**src/logic/smc_pkg.sv**
```systemverilog
`default_nettype none

package smc_pkg;

    // ==========================================================
    // Sleep mode encodings
    typedef enum logic [1:0] {
        SMC_MODE_IDLE = 2'h0,
        SMC_MODE_ADCNR = 2'h1,
        SMC_MODE_PDOWN = 2'h2,
        SMC_MODE_PSAVE = 2'h3
    } smc_mode_t;

    // ==========================================================
    // Sleep control register layout
    localparam int SMC_ARM_POS = 0;
    localparam int SMC_MODE_LSB = 1;
    localparam logic [7:0] SMC_CTRL_RST = 8'h00;
    localparam logic [1:0] SMC_MODE_RST = 2'h0;
    localparam logic SMC_BROWNOUT_SLEEP_OFF_RST = 1'b0;

    // ==========================================================
    // Timing
    localparam int SMC_CLK_HZ = 10_000_000;
    localparam int SMC_HALT_CYC = 4;
    localparam int SMC_BOD_US = 60;
    localparam int SMC_BOD_CYC = SMC_BOD_US * (SMC_CLK_HZ / 1_000_000);
    localparam int SMC_TIMED_CYC = 4;
    localparam int SMC_CNT_W = 16;

    // ==========================================================
    // Clock domain gates, one bit each, high means running
    typedef struct packed {
        logic cpu;
        logic flash;
        logic io;
        logic adc;
        logic async;
        logic main_osc;
        logic timer_osc;
    } smc_clk_t;

    // Wake sources
    typedef struct packed {
        logic ext0;
        logic ext1;
        logic ext0_level;
        logic ext1_level;
        logic pin_change;
        logic mem_ready;
        logic adc_done;
        logic watchdog;
        logic start_cond;
        logic async_timer;
        logic other_io;
    } smc_wake_t;

endpackage : smc_pkg

`default_nettype wire

```
**src/logic/smc_sleep_ctrl.sv**
```systemverilog
`timescale 1ns/100ps
`default_nettype none

// How it works
// - Arm bit plus sleep instruction enters sleep
// - Code 00 idle stops cpu and flash
// - Code 01 also stops io clock
// - Code 10 power-down halts all generated clocks
// - Power-down stops oscillator, async wakes stay
// - Wake holds cpu start-up plus four cycles
// - Register file and SRAM never cleared here
// - Reset during sleep restarts at reset vector
// - Idle wakes on any enabled interrupt
// - Noise reduction wakes on listed sources only
// - Power-down wakes on listed sources only
// - Deep modes wake external lines on level only
// - Idle or noise entry starts ADC conversion
// - Power-down wake waits fuse start-up period
// - Sleep-off bit kills detector in deep modes
// - Detector off on entry, back on wake
// - Detector-off wake extends to sixty microseconds
// - Sleep-off bit written only via timed sequence
// - Code 11 power-save keeps async and timer osc
// - Control register mode bits 2:1, arm bit 0
module smc_sleep_ctrl (
    // Clock and reset
    input  wire logic                   CLK,
    input  wire logic                   RST,
    // Sleep control register write from core
    input  wire logic                   CTRL_WE,
    input  wire logic [7:0]             CTRL_WDATA,
    output logic      [7:0]             CTRL_RDATA,
    // Sleep-off bit timed write
    input  wire logic                   BROWNOUT_SLEEP_OFF_ENABLE_WE,
    input  wire logic                   BROWNOUT_SLEEP_OFF_WE,
    input  wire logic                   BROWNOUT_SLEEP_OFF_WDATA,
    output logic                        BROWNOUT_SLEEP_OFF,
    // Core handshake
    input  wire logic                   SLEEP_EXEC,
    output logic                        CPU_HALT,
    output logic                        SLEEPING,
    output logic                        WAKE_TO_ISR,
    // Clock system
    input  wire logic [smc_pkg::SMC_CNT_W-1:0] STARTUP_CYC,
    input  wire logic                   BROWNOUT_FUSE_EN,
    input  wire logic                   ADC_ENABLED,
    output var smc_pkg::smc_clk_t       CLK_GATE,
    output logic                        ADC_START,
    output logic                        BROWNOUT_ENABLE,
    // Wake sources, from pins or async logic
    input  wire smc_pkg::smc_wake_t     WAKE_IN,
    input  wire logic                   EXT_RESET_WAKE
);
    import smc_pkg::*;

    // ==========================================================
    // Synchronise wake inputs; they come from stopped domains
    smc_wake_t wake_s1;
    smc_wake_t wake_s2;
    logic      rst_s1;
    logic      rst_s2;
    always_ff @(posedge CLK or posedge RST) begin
        if (RST) begin
            wake_s1 <= '0;
            wake_s2 <= '0;
            rst_s1  <= 1'b0;
            rst_s2  <= 1'b0;
        end else begin
            wake_s1 <= WAKE_IN;
            wake_s2 <= wake_s1;
            rst_s1  <= EXT_RESET_WAKE;
            rst_s2  <= rst_s1;
        end
    end

    // ==========================================================
    // Wake filter per mode
    function automatic logic wake_ok(input smc_mode_t m, input smc_wake_t w);
        logic lv;
        lv = w.ext0_level | w.ext1_level | w.pin_change | w.watchdog | w.start_cond;
        case (m)
            SMC_MODE_IDLE:  wake_ok = |w;
            SMC_MODE_ADCNR: wake_ok = lv | w.adc_done | w.async_timer | w.mem_ready;
            SMC_MODE_PDOWN: wake_ok = lv;
            default:        wake_ok = lv | w.async_timer;
        endcase
    endfunction : wake_ok

    // ==========================================================
    // Control register and timed sleep-off write
    logic                 arm;
    smc_mode_t            mode;
    logic                 brownout_sleep_off;
    logic [2:0]           tmo;
    logic                 next_arm;
    smc_mode_t            next_mode;
    logic                 next_brownout_sleep_off;
    logic [2:0]           next_tmo;

    always_comb begin
        next_arm  = arm;
        next_mode = mode;
        next_brownout_sleep_off = brownout_sleep_off;
        next_tmo  = (tmo != 3'h0) ? tmo - 3'h1 : 3'h0;
        if (CTRL_WE) begin
            next_arm  = CTRL_WDATA[SMC_ARM_POS];
            next_mode = smc_mode_t'(CTRL_WDATA[SMC_MODE_LSB +: 2]);
        end
        if (BROWNOUT_SLEEP_OFF_WE && tmo != 3'h0) begin
            next_brownout_sleep_off = BROWNOUT_SLEEP_OFF_WDATA;
            next_tmo  = 3'h0;
        end else if (BROWNOUT_SLEEP_OFF_ENABLE_WE && tmo == 3'h0) begin
            next_tmo  = 3'(SMC_TIMED_CYC);
        end
    end

    always_ff @(posedge CLK or posedge RST) begin
        if (RST) begin
            arm  <= 1'b0;
            mode <= SMC_MODE_IDLE;
            brownout_sleep_off <= SMC_BROWNOUT_SLEEP_OFF_RST;
            tmo  <= 3'h0;
        end else begin
            arm  <= next_arm;
            mode <= next_mode;
            brownout_sleep_off <= next_brownout_sleep_off;
            tmo  <= next_tmo;
        end
    end

    assign CTRL_RDATA         = {5'h00, mode, arm};
    assign BROWNOUT_SLEEP_OFF = brownout_sleep_off;

    // ==========================================================
    // Sleep sequencer
    typedef enum logic [1:0] {ST_RUN, ST_SLEEP, ST_START, ST_HALT} smc_state_t;
    smc_state_t           state;
    smc_state_t           next_state;
    logic [SMC_CNT_W-1:0] cnt;
    logic [SMC_CNT_W-1:0] next_cnt;
    logic                 bod_off;
    logic                 next_bod_off;
    logic                 adc_go;
    logic                 next_adc_go;
    logic                 isr;
    logic                 next_isr;
    logic                 deep;
    logic [SMC_CNT_W-1:0] wait_cyc;

    assign deep = (mode == SMC_MODE_PDOWN) || (mode == SMC_MODE_PSAVE);

    always_comb begin
        next_state   = state;
        next_cnt     = (cnt != '0) ? cnt - 1'b1 : cnt;
        next_bod_off = bod_off;
        next_adc_go  = 1'b0;
        next_isr     = isr;
        wait_cyc     = '0;
        case (state)
            ST_RUN: begin
                // Unarmed sleep falls through as a no-op
                if (SLEEP_EXEC && arm) begin
                    next_state   = ST_SLEEP;
                    next_bod_off = brownout_sleep_off && deep;
                    next_adc_go  = ADC_ENABLED && !deep;
                    next_isr     = 1'b0;
                end
            end
            ST_SLEEP: begin
                if (rst_s2) begin
                    next_state   = ST_RUN;
                    next_bod_off = 1'b0;
                    next_isr     = 1'b0;
                end else if (wake_ok(mode, wake_s2)) begin
                    next_isr     = 1'b1;
                    next_bod_off = 1'b0;
                    // Start-up only after stopped oscillator; detector needs its settle time
                    wait_cyc = deep ? STARTUP_CYC : '0;
                    if (bod_off && wait_cyc < SMC_CNT_W'(SMC_BOD_CYC)) begin
                        wait_cyc = SMC_CNT_W'(SMC_BOD_CYC);
                    end
                    // No start-up wait goes straight to the four halt cycles
                    if (wait_cyc == '0) begin
                        next_state = ST_HALT;
                        next_cnt   = SMC_CNT_W'(SMC_HALT_CYC - 1);
                    end else begin
                        next_state = ST_START;
                        next_cnt   = wait_cyc - 1'b1;
                    end
                end
            end
            ST_START: begin
                if (cnt == '0) begin
                    next_state = ST_HALT;
                    next_cnt   = SMC_CNT_W'(SMC_HALT_CYC - 1);
                end
            end
            default: begin
                if (cnt == '0) begin
                    next_state = ST_RUN;
                end
            end
        endcase
    end

    always_ff @(posedge CLK or posedge RST) begin
        if (RST) begin
            state   <= ST_RUN;
            cnt     <= '0;
            bod_off <= 1'b0;
            adc_go  <= 1'b0;
            isr     <= 1'b0;
        end else begin
            state   <= next_state;
            cnt     <= next_cnt;
            bod_off <= next_bod_off;
            adc_go  <= next_adc_go;
            isr     <= next_isr;
        end
    end

    // ==========================================================
    // Clock gating; memories keep their contents since only clocks stop
    always_comb begin
        CLK_GATE = '1;
        if (state == ST_SLEEP) begin
            CLK_GATE.cpu   = 1'b0;
            CLK_GATE.flash = 1'b0;
            case (mode)
                SMC_MODE_IDLE: ;
                SMC_MODE_ADCNR: CLK_GATE.io = 1'b0;
                SMC_MODE_PDOWN: begin
                    CLK_GATE = '0;
                end
                default: begin
                    CLK_GATE           = '0;
                    CLK_GATE.async     = 1'b1;
                    CLK_GATE.timer_osc = 1'b1;
                end
            endcase
        end else if (state != ST_RUN) begin
            CLK_GATE.cpu   = 1'b0;
            CLK_GATE.flash = 1'b0;
        end
    end

    assign CPU_HALT        = (state != ST_RUN);
    assign SLEEPING        = (state == ST_SLEEP);
    assign WAKE_TO_ISR     = isr;
    assign ADC_START       = adc_go;
    assign BROWNOUT_ENABLE = BROWNOUT_FUSE_EN && !bod_off;

    // ==========================================================
    // Checks
    a_unarmed_noop: assert property (@(posedge CLK) disable iff (RST)
        (state == ST_RUN && SLEEP_EXEC && !arm) |=> state == ST_RUN)
        else $error("unarmed sleep entered sleep");
    a_armed_entry: assert property (@(posedge CLK) disable iff (RST)
        (state == ST_RUN && SLEEP_EXEC && arm) |=> SLEEPING)
        else $error("armed sleep not entered");
    a_idle_gate: assert property (@(posedge CLK) disable iff (RST)
        (SLEEPING && mode == SMC_MODE_IDLE) |-> (!CLK_GATE.cpu && CLK_GATE.io && CLK_GATE.adc))
        else $error("idle gating wrong");
    a_adcnr_gate: assert property (@(posedge CLK) disable iff (RST)
        (SLEEPING && mode == SMC_MODE_ADCNR) |-> (!CLK_GATE.io && CLK_GATE.adc))
        else $error("noise reduction gating wrong");
    a_pdown_gate: assert property (@(posedge CLK) disable iff (RST)
        (SLEEPING && mode == SMC_MODE_PDOWN) |-> CLK_GATE == '0)
        else $error("power-down clock running");
    a_psave_gate: assert property (@(posedge CLK) disable iff (RST)
        (SLEEPING && mode == SMC_MODE_PSAVE) |-> (CLK_GATE.async && !CLK_GATE.main_osc))
        else $error("power-save gating wrong");
    a_halt_four: assert property (@(posedge CLK) disable iff (RST)
        (state != ST_HALT) ##1 (state == ST_HALT) |-> CPU_HALT [*4] ##1 !CPU_HALT)
        else $error("halt not four cycles");
    a_reset_wake: assert property (@(posedge CLK) disable iff (RST)
        (SLEEPING && rst_s2) |=> (!CPU_HALT && !WAKE_TO_ISR))
        else $error("reset wake wrong");
    a_bod_off: assert property (@(posedge CLK) disable iff (RST)
        (state == ST_RUN && SLEEP_EXEC && arm && brownout_sleep_off && deep) |=> !BROWNOUT_ENABLE)
        else $error("detector not off");
    a_bod_idle: assert property (@(posedge CLK) disable iff (RST)
        (SLEEPING && !deep && BROWNOUT_FUSE_EN) |-> BROWNOUT_ENABLE)
        else $error("detector off in light mode");
    a_brownout_sleep_off_locked: assert property (@(posedge CLK) disable iff (RST)
        (tmo == 3'h0) |=> brownout_sleep_off == $past(brownout_sleep_off))
        else $error("sleep-off written outside sequence");
    a_adc_start: assert property (@(posedge CLK) disable iff (RST)
        (state == ST_RUN && SLEEP_EXEC && arm && ADC_ENABLED && !deep) |=> ADC_START)
        else $error("adc not started");
    a_pdown_filter: assert property (@(posedge CLK) disable iff (RST)
        (SLEEPING && mode == SMC_MODE_PDOWN && !rst_s2
         && !(wake_s2.ext0_level || wake_s2.ext1_level || wake_s2.pin_change
              || wake_s2.watchdog || wake_s2.start_cond)) |=> SLEEPING)
        else $error("edge wake in power-down");

    c_idle_wake: cover property (@(posedge CLK) disable iff (RST)
        SLEEPING && mode == SMC_MODE_IDLE ##1 state == ST_HALT);
    c_pdown_wake: cover property (@(posedge CLK) disable iff (RST)
        SLEEPING && mode == SMC_MODE_PDOWN ##1 state == ST_START);
    c_bod_wake: cover property (@(posedge CLK) disable iff (RST)
        bod_off && SLEEPING ##1 state == ST_START);
    c_reset_wake: cover property (@(posedge CLK) disable iff (RST)
        SLEEPING && rst_s2);

endmodule : smc_sleep_ctrl

`default_nettype wire
```
**config.mk**
```make
export PLATFORM = sky130hd
export DESIGN_NAME = smc_sleep_ctrl
export DESIGN_NICKNAME = d
export VERILOG_FILES = /design/src/logic/smc_pkg.sv /design/src/logic/smc_sleep_ctrl.sv
export SDC_FILE = /design/constraint.sdc
export NUM_CORES = 1
export LEC_CHECK = 0
export ABC_AREA = 1
export BUFFER_PORTS_ARGS = -buffer_cell sky130_fd_sc_hd__buf_2
export CAP_MARGIN = 30
export CORE_MARGIN = 2
export CORE_UTILIZATION = 50
export CTS_CLUSTER_DIAMETER = 200
export DETAILED_ROUTE_END_ITERATION = 10
export PLACE_DENSITY = 0.82
export SKIP_CTS_REPAIR_TIMING = 1
export SLEW_MARGIN = 20
export SYNTH_ARGS = -nofsm -noshare
export SYNTH_HDL_FRONTEND = slang
export SYNTH_SLANG_ARGS = --single-unit
```
**constraint.sdc**
```tcl
create_clock -name CLK -period 1.95 [get_ports CLK]
set_input_delay 0.39 -clock CLK [delete_from_list [all_inputs] [get_ports CLK]]
set_output_delay 0.39 -clock CLK [all_outputs]
set_load 0.01 [all_outputs]
```
* Word level (Yosys, flattened, before mapping)
Cells that the tools add are included.
** Cells by class
- Add/sub/neg operators :: 3
- Reductions and logical operators :: 24
- Bitwise logic cells :: 8
- Magnitude comparators :: 1
- Equal/unequal tests :: 8
- Muxes and demuxes :: 39
** Operators by type and width (count)
- $mux 16 :: 10
- $logic_not 16->1 :: 2
- $pmux 16 s2 :: 1
- $sub 16x1->16 const B :: 2
- $lt 16x10->1 const B :: 1
- $reduce_bool 16->1 :: 1
- $mux 2 :: 7
- $mux 1 :: 12
- $reduce_or 11->1 :: 1
- $mux 3 :: 3
- $or 1x1->1 :: 8
- $pmux 4 s2 :: 1
- $logic_and 1x1->1 :: 7
- $eq 2x2->1 const B :: 3
- $pmux 2 s3 :: 1
- $reduce_bool 3->1 :: 2
- $mux 5 :: 1
- $eq 2x1->1 const B :: 2
- $logic_not 2->1 :: 2
- $ne 2x2->1 const B :: 2
- $pmux 1 s2 :: 2
- $reduce_and 4->1 :: 1
- $reduce_bool 2->1 :: 2
- $logic_not 3->1 :: 1
- 7 further kinds :: 8
** Storage, ports and cells
- Bits in registers :: 52
- Output and inout bits :: 21
- Logic and storage cells :: 116
- Input bits :: 45

* Logic depth before layout (Yosys ltp)
Gate-level depths: netlist (run 1).
- Depth after elaboration :: 18
- Mapped depth :: 18
- Mapped depth without buffers :: 16

* Least setup slack after synthesis (run 1)
Ideal clock, no wire load.
- Path kind :: register to register
- From :: register mode[1]
- To :: register cnt[10]
- Setup slack :: -0.277 ns
- Stages on the path, launching flop included :: 16
- Required time :: 1.821 ns
- Clock period less this slack :: 2.227 ns
- Library setup time :: 0.129 ns
- Buffers on the path :: 2
- Arrival :: 2.098 ns
- Cells stage by stage :: dfrtp_1 -> buf_6 -> nand2_2 -> nand3_1 -> nor2_4 -> nand2_4 -> buf_8 -> nand2_1 -> ha_1 -> inv_1 -> nor3_4 -> nand2_2 -> nor2_1 -> nand3_1 -> nand3_1 -> o21ai_1
** Between the ends
- Longest elaborated chain between the ends :: 14
- Elaborated cells on any way between the ends :: 21
- Classes of those cells :: 1 x add/sub; 1 x order compare; 3 x eq/ne; 12 x mux; 4 x reduce/logical
** RTL lines
- start: declaration :: line smc_sleep_ctrl.sv:92 : smc_mode_t mode;
- start signal: assignment :: line smc_sleep_ctrl.sv:125 : mode <= next_mode;
- $eq 2x2->1 (on tied branches) :: line smc_sleep_ctrl.sv:81, smc_sleep_ctrl.sv:150
- $logic_or 1x1->1 :: line smc_sleep_ctrl.sv:150 : assign deep = (mode == SMC_MODE_PDOWN) || (mode == SMC_MODE_PSAVE);
- $mux 16 :: line smc_sleep_ctrl.sv:178 : wait_cyc = deep ? STARTUP_CYC : '0;
- $lt 16x10->1 :: line smc_sleep_ctrl.sv:179 : if (bod_off && wait_cyc < SMC_CNT_W'(SMC_BOD_CYC)) begin
- $logic_and 1x1->1 :: line smc_sleep_ctrl.sv:179
- $mux 16 :: line smc_sleep_ctrl.sv:179
- $mux 16 :: line smc_sleep_ctrl.sv:174 : end else if (wake_ok(mode, wake_s2)) begin
- $mux 16 :: line smc_sleep_ctrl.sv:170 : if (rst_s2) begin
- $mux 16 :: line smc_sleep_ctrl.sv:159 : case (state)
- $sub 16x1->16 or $logic_not 16->1 (tied branches) :: line smc_sleep_ctrl.sv:188, smc_sleep_ctrl.sv:183
- $mux 16 :: line smc_sleep_ctrl.sv:183 : if (wait_cyc == '0) begin
- $mux 16 * :: line smc_sleep_ctrl.sv:174
- $mux 16 * :: line smc_sleep_ctrl.sv:170
- $pmux 16 s2 * :: line smc_sleep_ctrl.sv:159
- named net next_cnt[10] :: line smc_sleep_ctrl.sv:140 : logic [SMC_CNT_W-1:0] next_cnt;
- end signal: assignment :: line smc_sleep_ctrl.sv:215 : cnt <= next_cnt;
- end: declaration :: line smc_sleep_ctrl.sv:139 : logic [SMC_CNT_W-1:0] cnt;
The timed path passes the listed nets; every way through them passes the cells marked *. The select of a mux whose other input is x is not followed.
A chain may end at the register's enable or synchronous reset.

* Final worst setup path (run 1)
- From :: register mode[1]
- To :: register cnt[13]
Same word-level chain as after synthesis.

==> flow_summary.json, run 1 <==
{
  "htree_num_levels": 2,
  "hold_class": "in -> async",
  "path_clk_slew_ps": 90,
  "nFillCells": 415,
  "start_kind": "register",
  "grt_util_all_layers": 0.2176,
  "area_delta_synth_final_pct": 29.64,
  "overflow": 0,
  "die_y_um": 83.41,
  "io_pins": 66,
  "ir_worst_vdd_v": 0.0007770,
  "synth.avg_cell_area_sq_um": 8.126,
  "via_count": 2979,
  "rows": 28,
  "insertedDiodeCount": 0,
  "min_period_ps": 2210,
  "required_ps": 2150,
  "synth_area_leaders": "dfrtp_1 (41%), nand2_1 (8.8%), inv_1 (5.6%)",
  "rsz0062_at_grt": "yes",
  "synthesis.area_sq_um": 3153,
  "post_route_cells_drive_above_1_share": 0.3763,
  "outcome": "finished with violations",
  "routed_wl_um": 7879,
  "ys_seq_elements": 52,
  "hold_viol_final": 0,
  "path_delay_family": "simple AND/OR/NAND/NOR gates",
  "critical_path_class": "reg -> reg",
  "fin_tns_setup_ps": -1179,
  "fin_skew_ps": 15.85,
  "grt_first_pass_wirelength_um": 12490,
  "ys_seq_area_frac": 0.4127,
  "hpwl_um": 5780,
  "postLayoutSetupSlackWorst_ps": -260.0,
  "clock_latency_ps": 310,
  "drcViolationCount": 0,
  "synthCells": 388,
  "crit_chain": "buf_4 -> clkbuf_16 -> nand2_2 -> clkinv_2 -> buf_4 -> nor2_4 -> buf_6 -> nand2_1 -> nor2_1 -> nand3_1 -> nor2_1 -> nand2_1 -> nand3_1 -> nand2_1 -> nand2_1 -> nand2_1",
  "power_density_nw_per_um2": 1206,
  "grt_pass1_vias": 2947,
  "total_power_mw": 4.931,
  "dr.pass1.iters": 5,
  "path_buf_inv": 5,
  "tritoncts": "done",
  "met2_length_um": 4159,
  "place_ws_ps": -130.9,
  "die_area_sq_um": 6957,
  "leakage_nw": 2.106,
  "fin_cells": 564,
  "grt_max_degree": 53,
  "synth_top_cell_by_area": "dfrtp_1",
  "root_buffer": "clkbuf_8",
  "nets": 543,
  "end_kind": "register",
  "drt_iter0_drc": 209,
  "coreArea_sq_um": 5991,
  "wl_met1_um": 3012,
  "fmaxAchievable_mhz": 452.5,
  "synth.distinct_cells": 42,
  "io_buffer_count": 55,
  "setup_violations": 14,
  "cp_max_fo": 6,
  "max_cap_viol_count": 0,
  "highest_layer": "met4",
  "async_flop_share": 1.000,
  "slew_viol_final": 0,
  "synth-edff-count": 0,
  "wl_per_cell_um": 13.97,
  "slowest_delay_ps": 450,
  "register_area_sq_um": 1303,
  "synth_warnings": 0,
  "period_share": 1.133,
  "die_x_um": 83.41,
  "holdWs_ps": 95.99,
  "vias_per_cell": 5.282,
  "violations": "setup timing",
  "multiInputGateArea_sq_um": 1679,
  "cts-buffers-inserted": 5,
  "antenna_found_initial": 0,
  "cts.path.max_buffers": 2,
  "clock-sinks": 52,
  "place_inst": 551,
  "start_util": 0.5263,
  "synth_ff_type": "dfrtp_1",
  "cp.arrival_ps": 2410,
  "ant_nets": 0,
  "yosysTopAreaCellShare": 0.4127,
  "routed-wl-met3_um": 400,
  "place_congestion": 0.8841,
  "path_common_cell": "nand2_1",
  "cp_slowest_cell": "dfrtp_2"
}
## sequential cells by signal, indices dropped and copies added, names as in the netlist, 2 cells and up
signal and count:
cnt 16, wake_s1 11, wake_s2 11, tmo 3
mode 2, state 2
## path summary, 6_finish.rpt
path / start / to / slack [ps] / cells after the start
max in group asynchronous: RST / cnt[9] / 1610 / 3
min reg2reg: wake_s1[3] / wake_s2[3] / 360 / 0
max: mode[1] / cnt[13] / -260 / 16
max reg2reg: mode[1] / cnt[13] / -260 / 16
min in group CLK: WAKE_IN[10] / wake_s1[10] / 180 / 1
min: RST / wake_s1[2] / 100 / 3
## layout make-up
class                           instances  area share
Clock inverter                          3    0.006428
Multi-Input combinational cell        271      0.4108
Sequential cell                        52      0.3186
Clock buffer                            5     0.01684
Tap cell                               75     0.02296
Inverter                               56     0.05357
Timing Repair Buffer                  102      0.1708
## worst min-delay path, stage by stage
cell    delay (ps)
buf_2          100
inv_2           60
buf_12         240
## logic make-up (layout without fill, tap and decap cells)
logic type / count (synthesis) / after routing / synth area share
flops: 52 / 52 / 0.4127
mux: 1 / 1 / 0.003571
buf+inv: 69 / 166 / 0.1032
xor+xnor: 15 / 15 / 0.04167
fa+ha+maj: 10 / 10 / 0.03968
other cells: 1 / 5 / 0.001189
compound gates: 52 / 52 / 0.1004
simple gates: 188 / 188 / 0.2976
## cell usage in the layout, fill, tap and decap left out, types with 8 or more instances in the layout
master | synthesis | layout
nand2_1 | 74 | 67
buf_2 | 1 | 55
dfrtp_1 | 52 | 51
inv_1 | 47 | 43
buf_4 | 9 | 39
nor2_1 | 37 | 34
nand3_1 | 31 | 27
nand2_2 | 10 | 15
a21oi_1 | 13 | 13
o21ai_0 | 14 | 12
inv_2 | 8 | 9
xor2_1 | 9 | 9
ha_1 | 10 | 9
o21ai_1 | 10 | 8
## per-stage QoR
step           instance area [sq um]  utilization
2_1_floorplan                   3208            -
6_report                        4088       0.6823
3_5_place_dp                    3816       0.6370
4_1_cts                         3911       0.6529
5_1_grt                         4088       0.6823
3_3_place_gp                    3816       0.6370
## cells in the mapped netlist (all sizes together), types with 2 or more instances
master / number
nand4: 5
nor3: 9
dfrtp: 52
inv: 55
buf: 13
nand2: 89
ha: 10
xnor2: 6
nor4: 2
or2: 3
xor2: 9
o21ai: 25
a21oi: 14
nand3: 34
o31ai: 2
o22ai: 6
nor2: 46
## power by group
part | internal (mW) | total [mW] | switching (mW)
Combinational | 1.16 | 2.78 | 1.62
Sequential | 1.32 | 1.52 | 0.197
Clock | 0.262 | 0.631 | 0.369
Total | 2.75 | 4.93 | 2.18
## routing by layer
metal | global-route usage | vias up
li1 | - | 1432
met1 | 0.2523 | 1373
met2 | 0.4010 | 137
met3 | 0.02584 | 37
met4 | 0.09677 | 0
met5 | 0 | -
No activity file was read; power rests on OpenSTA's default activity.
==> run 2: changes to the inputs <==
--- a/config.mk
+++ b/config.mk
@@ -13,6 +13,7 @@
 export CTS_CLUSTER_DIAMETER = 200
 export DETAILED_ROUTE_END_ITERATION = 10
 export PLACE_DENSITY = 0.82
+export REMOVE_ABC_BUFFERS = 1
 export SKIP_CTS_REPAIR_TIMING = 1
 export SLEW_MARGIN = 20
 export SYNTH_ARGS = -nofsm -noshare
==> run 2 against run 1 <==
Effect of this change: the flow still finishes with violations (setup timing); core utilization is 2.5 points higher; wire length is 19% higher; combinational power grew 10%; largest power group unchanged.
==> flow_summary.json, run 2 (synthesis gave the netlist of run 1 again) <==
{
  "outcome": "finished with violations",
  "violations": "setup timing",
  "total_power_mw": 5.257,
  "die_area_sq_um": 6957,
  "period_share": 1.195,
  "leakage_nw": 2.194,
  "reg_top3": "cnt (16), wake_s1 (11), wake_s2 (11)",
  "met2_length_um": 4955,
  "postLayoutSetupSlackWorst_ps": -380.1,
  "slew_viol_final": 0,
  "hold_class": "in -> async",
  "hold_viol_final": 0,
  "dr.pass1.iters": 6,
  "drt_iter0_drc": 260,
  "place_ws_ps": -288.7,
  "power_frac_comb": 0.585,
  "ir_worst_vdd_v": 0.0007070,
  "antenna_found_initial": 0,
  "setup_violations": 18,
  "grt_pass1_vias": 2882,
  "internal_power_mw": 2.895,
  "via_count": 3180,
  "switching_share": 0.4493,
  "net-switching-power_mw": 2.362,
  "max_cap_viol_count": 0,
  "final_area_sq_um": 4239,
  "ant_nets": 0,
  "wl_met1_um": 3458,
  "io_pins": 66,
  "nets": 556,
  "cts-buffers-inserted": 5,
  "highest_layer": "met4",
  "cp_max_fo": 8,
  "path_clk_slew_ps": 110,
  "dpl_cell_area_sq_um": 3784,
  "drcViolationCount": 0,
  "root_buffer": "clkbuf_8",
  "routed_wl_um": 9396,
  "die_x_um": 83.41,
  "rows": 28,
  "top_register": "cnt",
  "place_congestion": 0.8726,
  "final_common_cell": "nand2_1",
  "tritoncts": "done",
  "cp.arrival_ps": 2520,
  "routed-wl-met3_um": 672,
  "fmaxAchievable_mhz": 429.2,
  "overflow": 0,
  "grt_first_pass_wirelength_um": 12350,
  "vias_per_cell": 5.511,
  "start_kind": "register",
  "area_delta_synth_final_pct": 34.44,
  "grt_max_degree": 25,
  "rsz0062_at_grt": "yes",
  "clock_latency_ps": 310,
  "coreArea_sq_um": 5991,
  "power_density_nw_per_um2": 1240,
  "start_util": 0.5263,
  "clock-sinks": 52,
  "mostFrequentLayoutCells": "nand2_1 (66), buf_2 (55), buf_4 (54), dfrtp_1 (51), inv_1 (41)",
  "p_clk_frac": 0.125,
  "die_y_um": 83.41,
  "fin_skew_ps": 13.74,
  "post_route_cells_drive_above_1_share": 0.4084,
  "largest_reg_flops": 16,
  "end_kind": "register",
  "seq_power_share": 0.291,
  "grt_util_all_layers": 0.2137,
  "min_period_ps": 2330,
  "critical_path_class": "reg -> reg",
  "hpwl_um": 5832,
  "required_ps": 2140,
  "io_buffer_count": 55,
  "htree_num_levels": 2,
  "wl_per_cell_um": 16.28,
  "insertedDiodeCount": 0,
  "cts.path.max_buffers": 2
}
-- run 2: changes by cell type in the layout (fill, tap and decap cells not counted), moves of 2 or more --
cell / before / now
nand2_2: 15 / 12
nand2_4: 7 / 11
clkinv_4: 2 / 0
nor2_2: 6 / 9
buf_4: 39 / 54
nand3_2: 5 / 3
nor2_1: 34 / 31
buf_6: 4 / 1
inv_2: 9 / 11
inv_1: 43 / 41
-- run 2: path summary, 6_finish.rpt --
| path | startpoint | to | slack [ps] | cells past startpoint |
|---|---|---|---|---|
| max in group asynchronous | RST | cnt[8] | 1360 | 3 |
| min in group CLK | EXT_RESET_WAKE | rst_s1 | 170 | 1 |
| worst min-delay path | RST | cnt[14] | 70 | 2 |
| worst max-delay path | mode[1] | cnt[10] | -380 | 14 |
| worst max register to register | mode[1] | cnt[10] | -380 | 14 |
| worst min register to register | wake_s1[1] | wake_s2[1] | 360 | 0 |
-- run 2: stage by stage --
step	hold slack (ps)	TNS (ps)	std cells	util
after floorplan	331.2	-5048	379	-
after global placement	332.8	-1052	552	0.6316
after detailed placement	336.3	-2357	552	0.6316
after CTS	78.52	-2969	560	0.6479
after global routing	95.50	-5039	577	0.7076
final	71.82	-3630	577	0.7076
-- run 2: power groups by stage --
stage | registers, mW | logic, mW | clock network [mW]
floorplan | 1.51 | 1.67 | 0
global placement | 1.51 | 2.52 | 0
detailed placement | 1.53 | 2.61 | 0
CTS | 1.51 | 2.64 | 0.662
global route | 1.56 | 3.34 | 0.708
finish | 1.53 | 3.07 | 0.655
-- run 2: layout make-up --
class / count / area [sq um]
Sequential cell: 52 / 1303
Clock buffer: 5 / 68.82
Timing Repair Buffer: 115 / 797.0
Fill cell: 373 / 1752
Tap cell: 75 / 93.84
Multi-Input combinational cell: 271 / 1729
Inverter: 56 / 219.0
Clock inverter: 3 / 28.78
-- run 2: layer usage --
layer / global-route usage / up-vias
li1: - / 1453
met1: 0.2524 / 1506
met2: 0.3966 / 183
met3: 0.03082 / 38
met4: 0.07038 / 0
met5: 0 / -
-- run 2: worst max-delay path, cell delays in order (launching register included) --
cell	delay, ps
dfrtp_2	480
buf_12	170
o21ai_2	90
nand2_2	100
nor2_4	160
nand2_4	110
nand2_4	90
ha_4	150
inv_2	50
nor3_4	220
nand2_2	160
nor2_2	150
nand3_1	110
nand3_1	90
o21ai_1	80
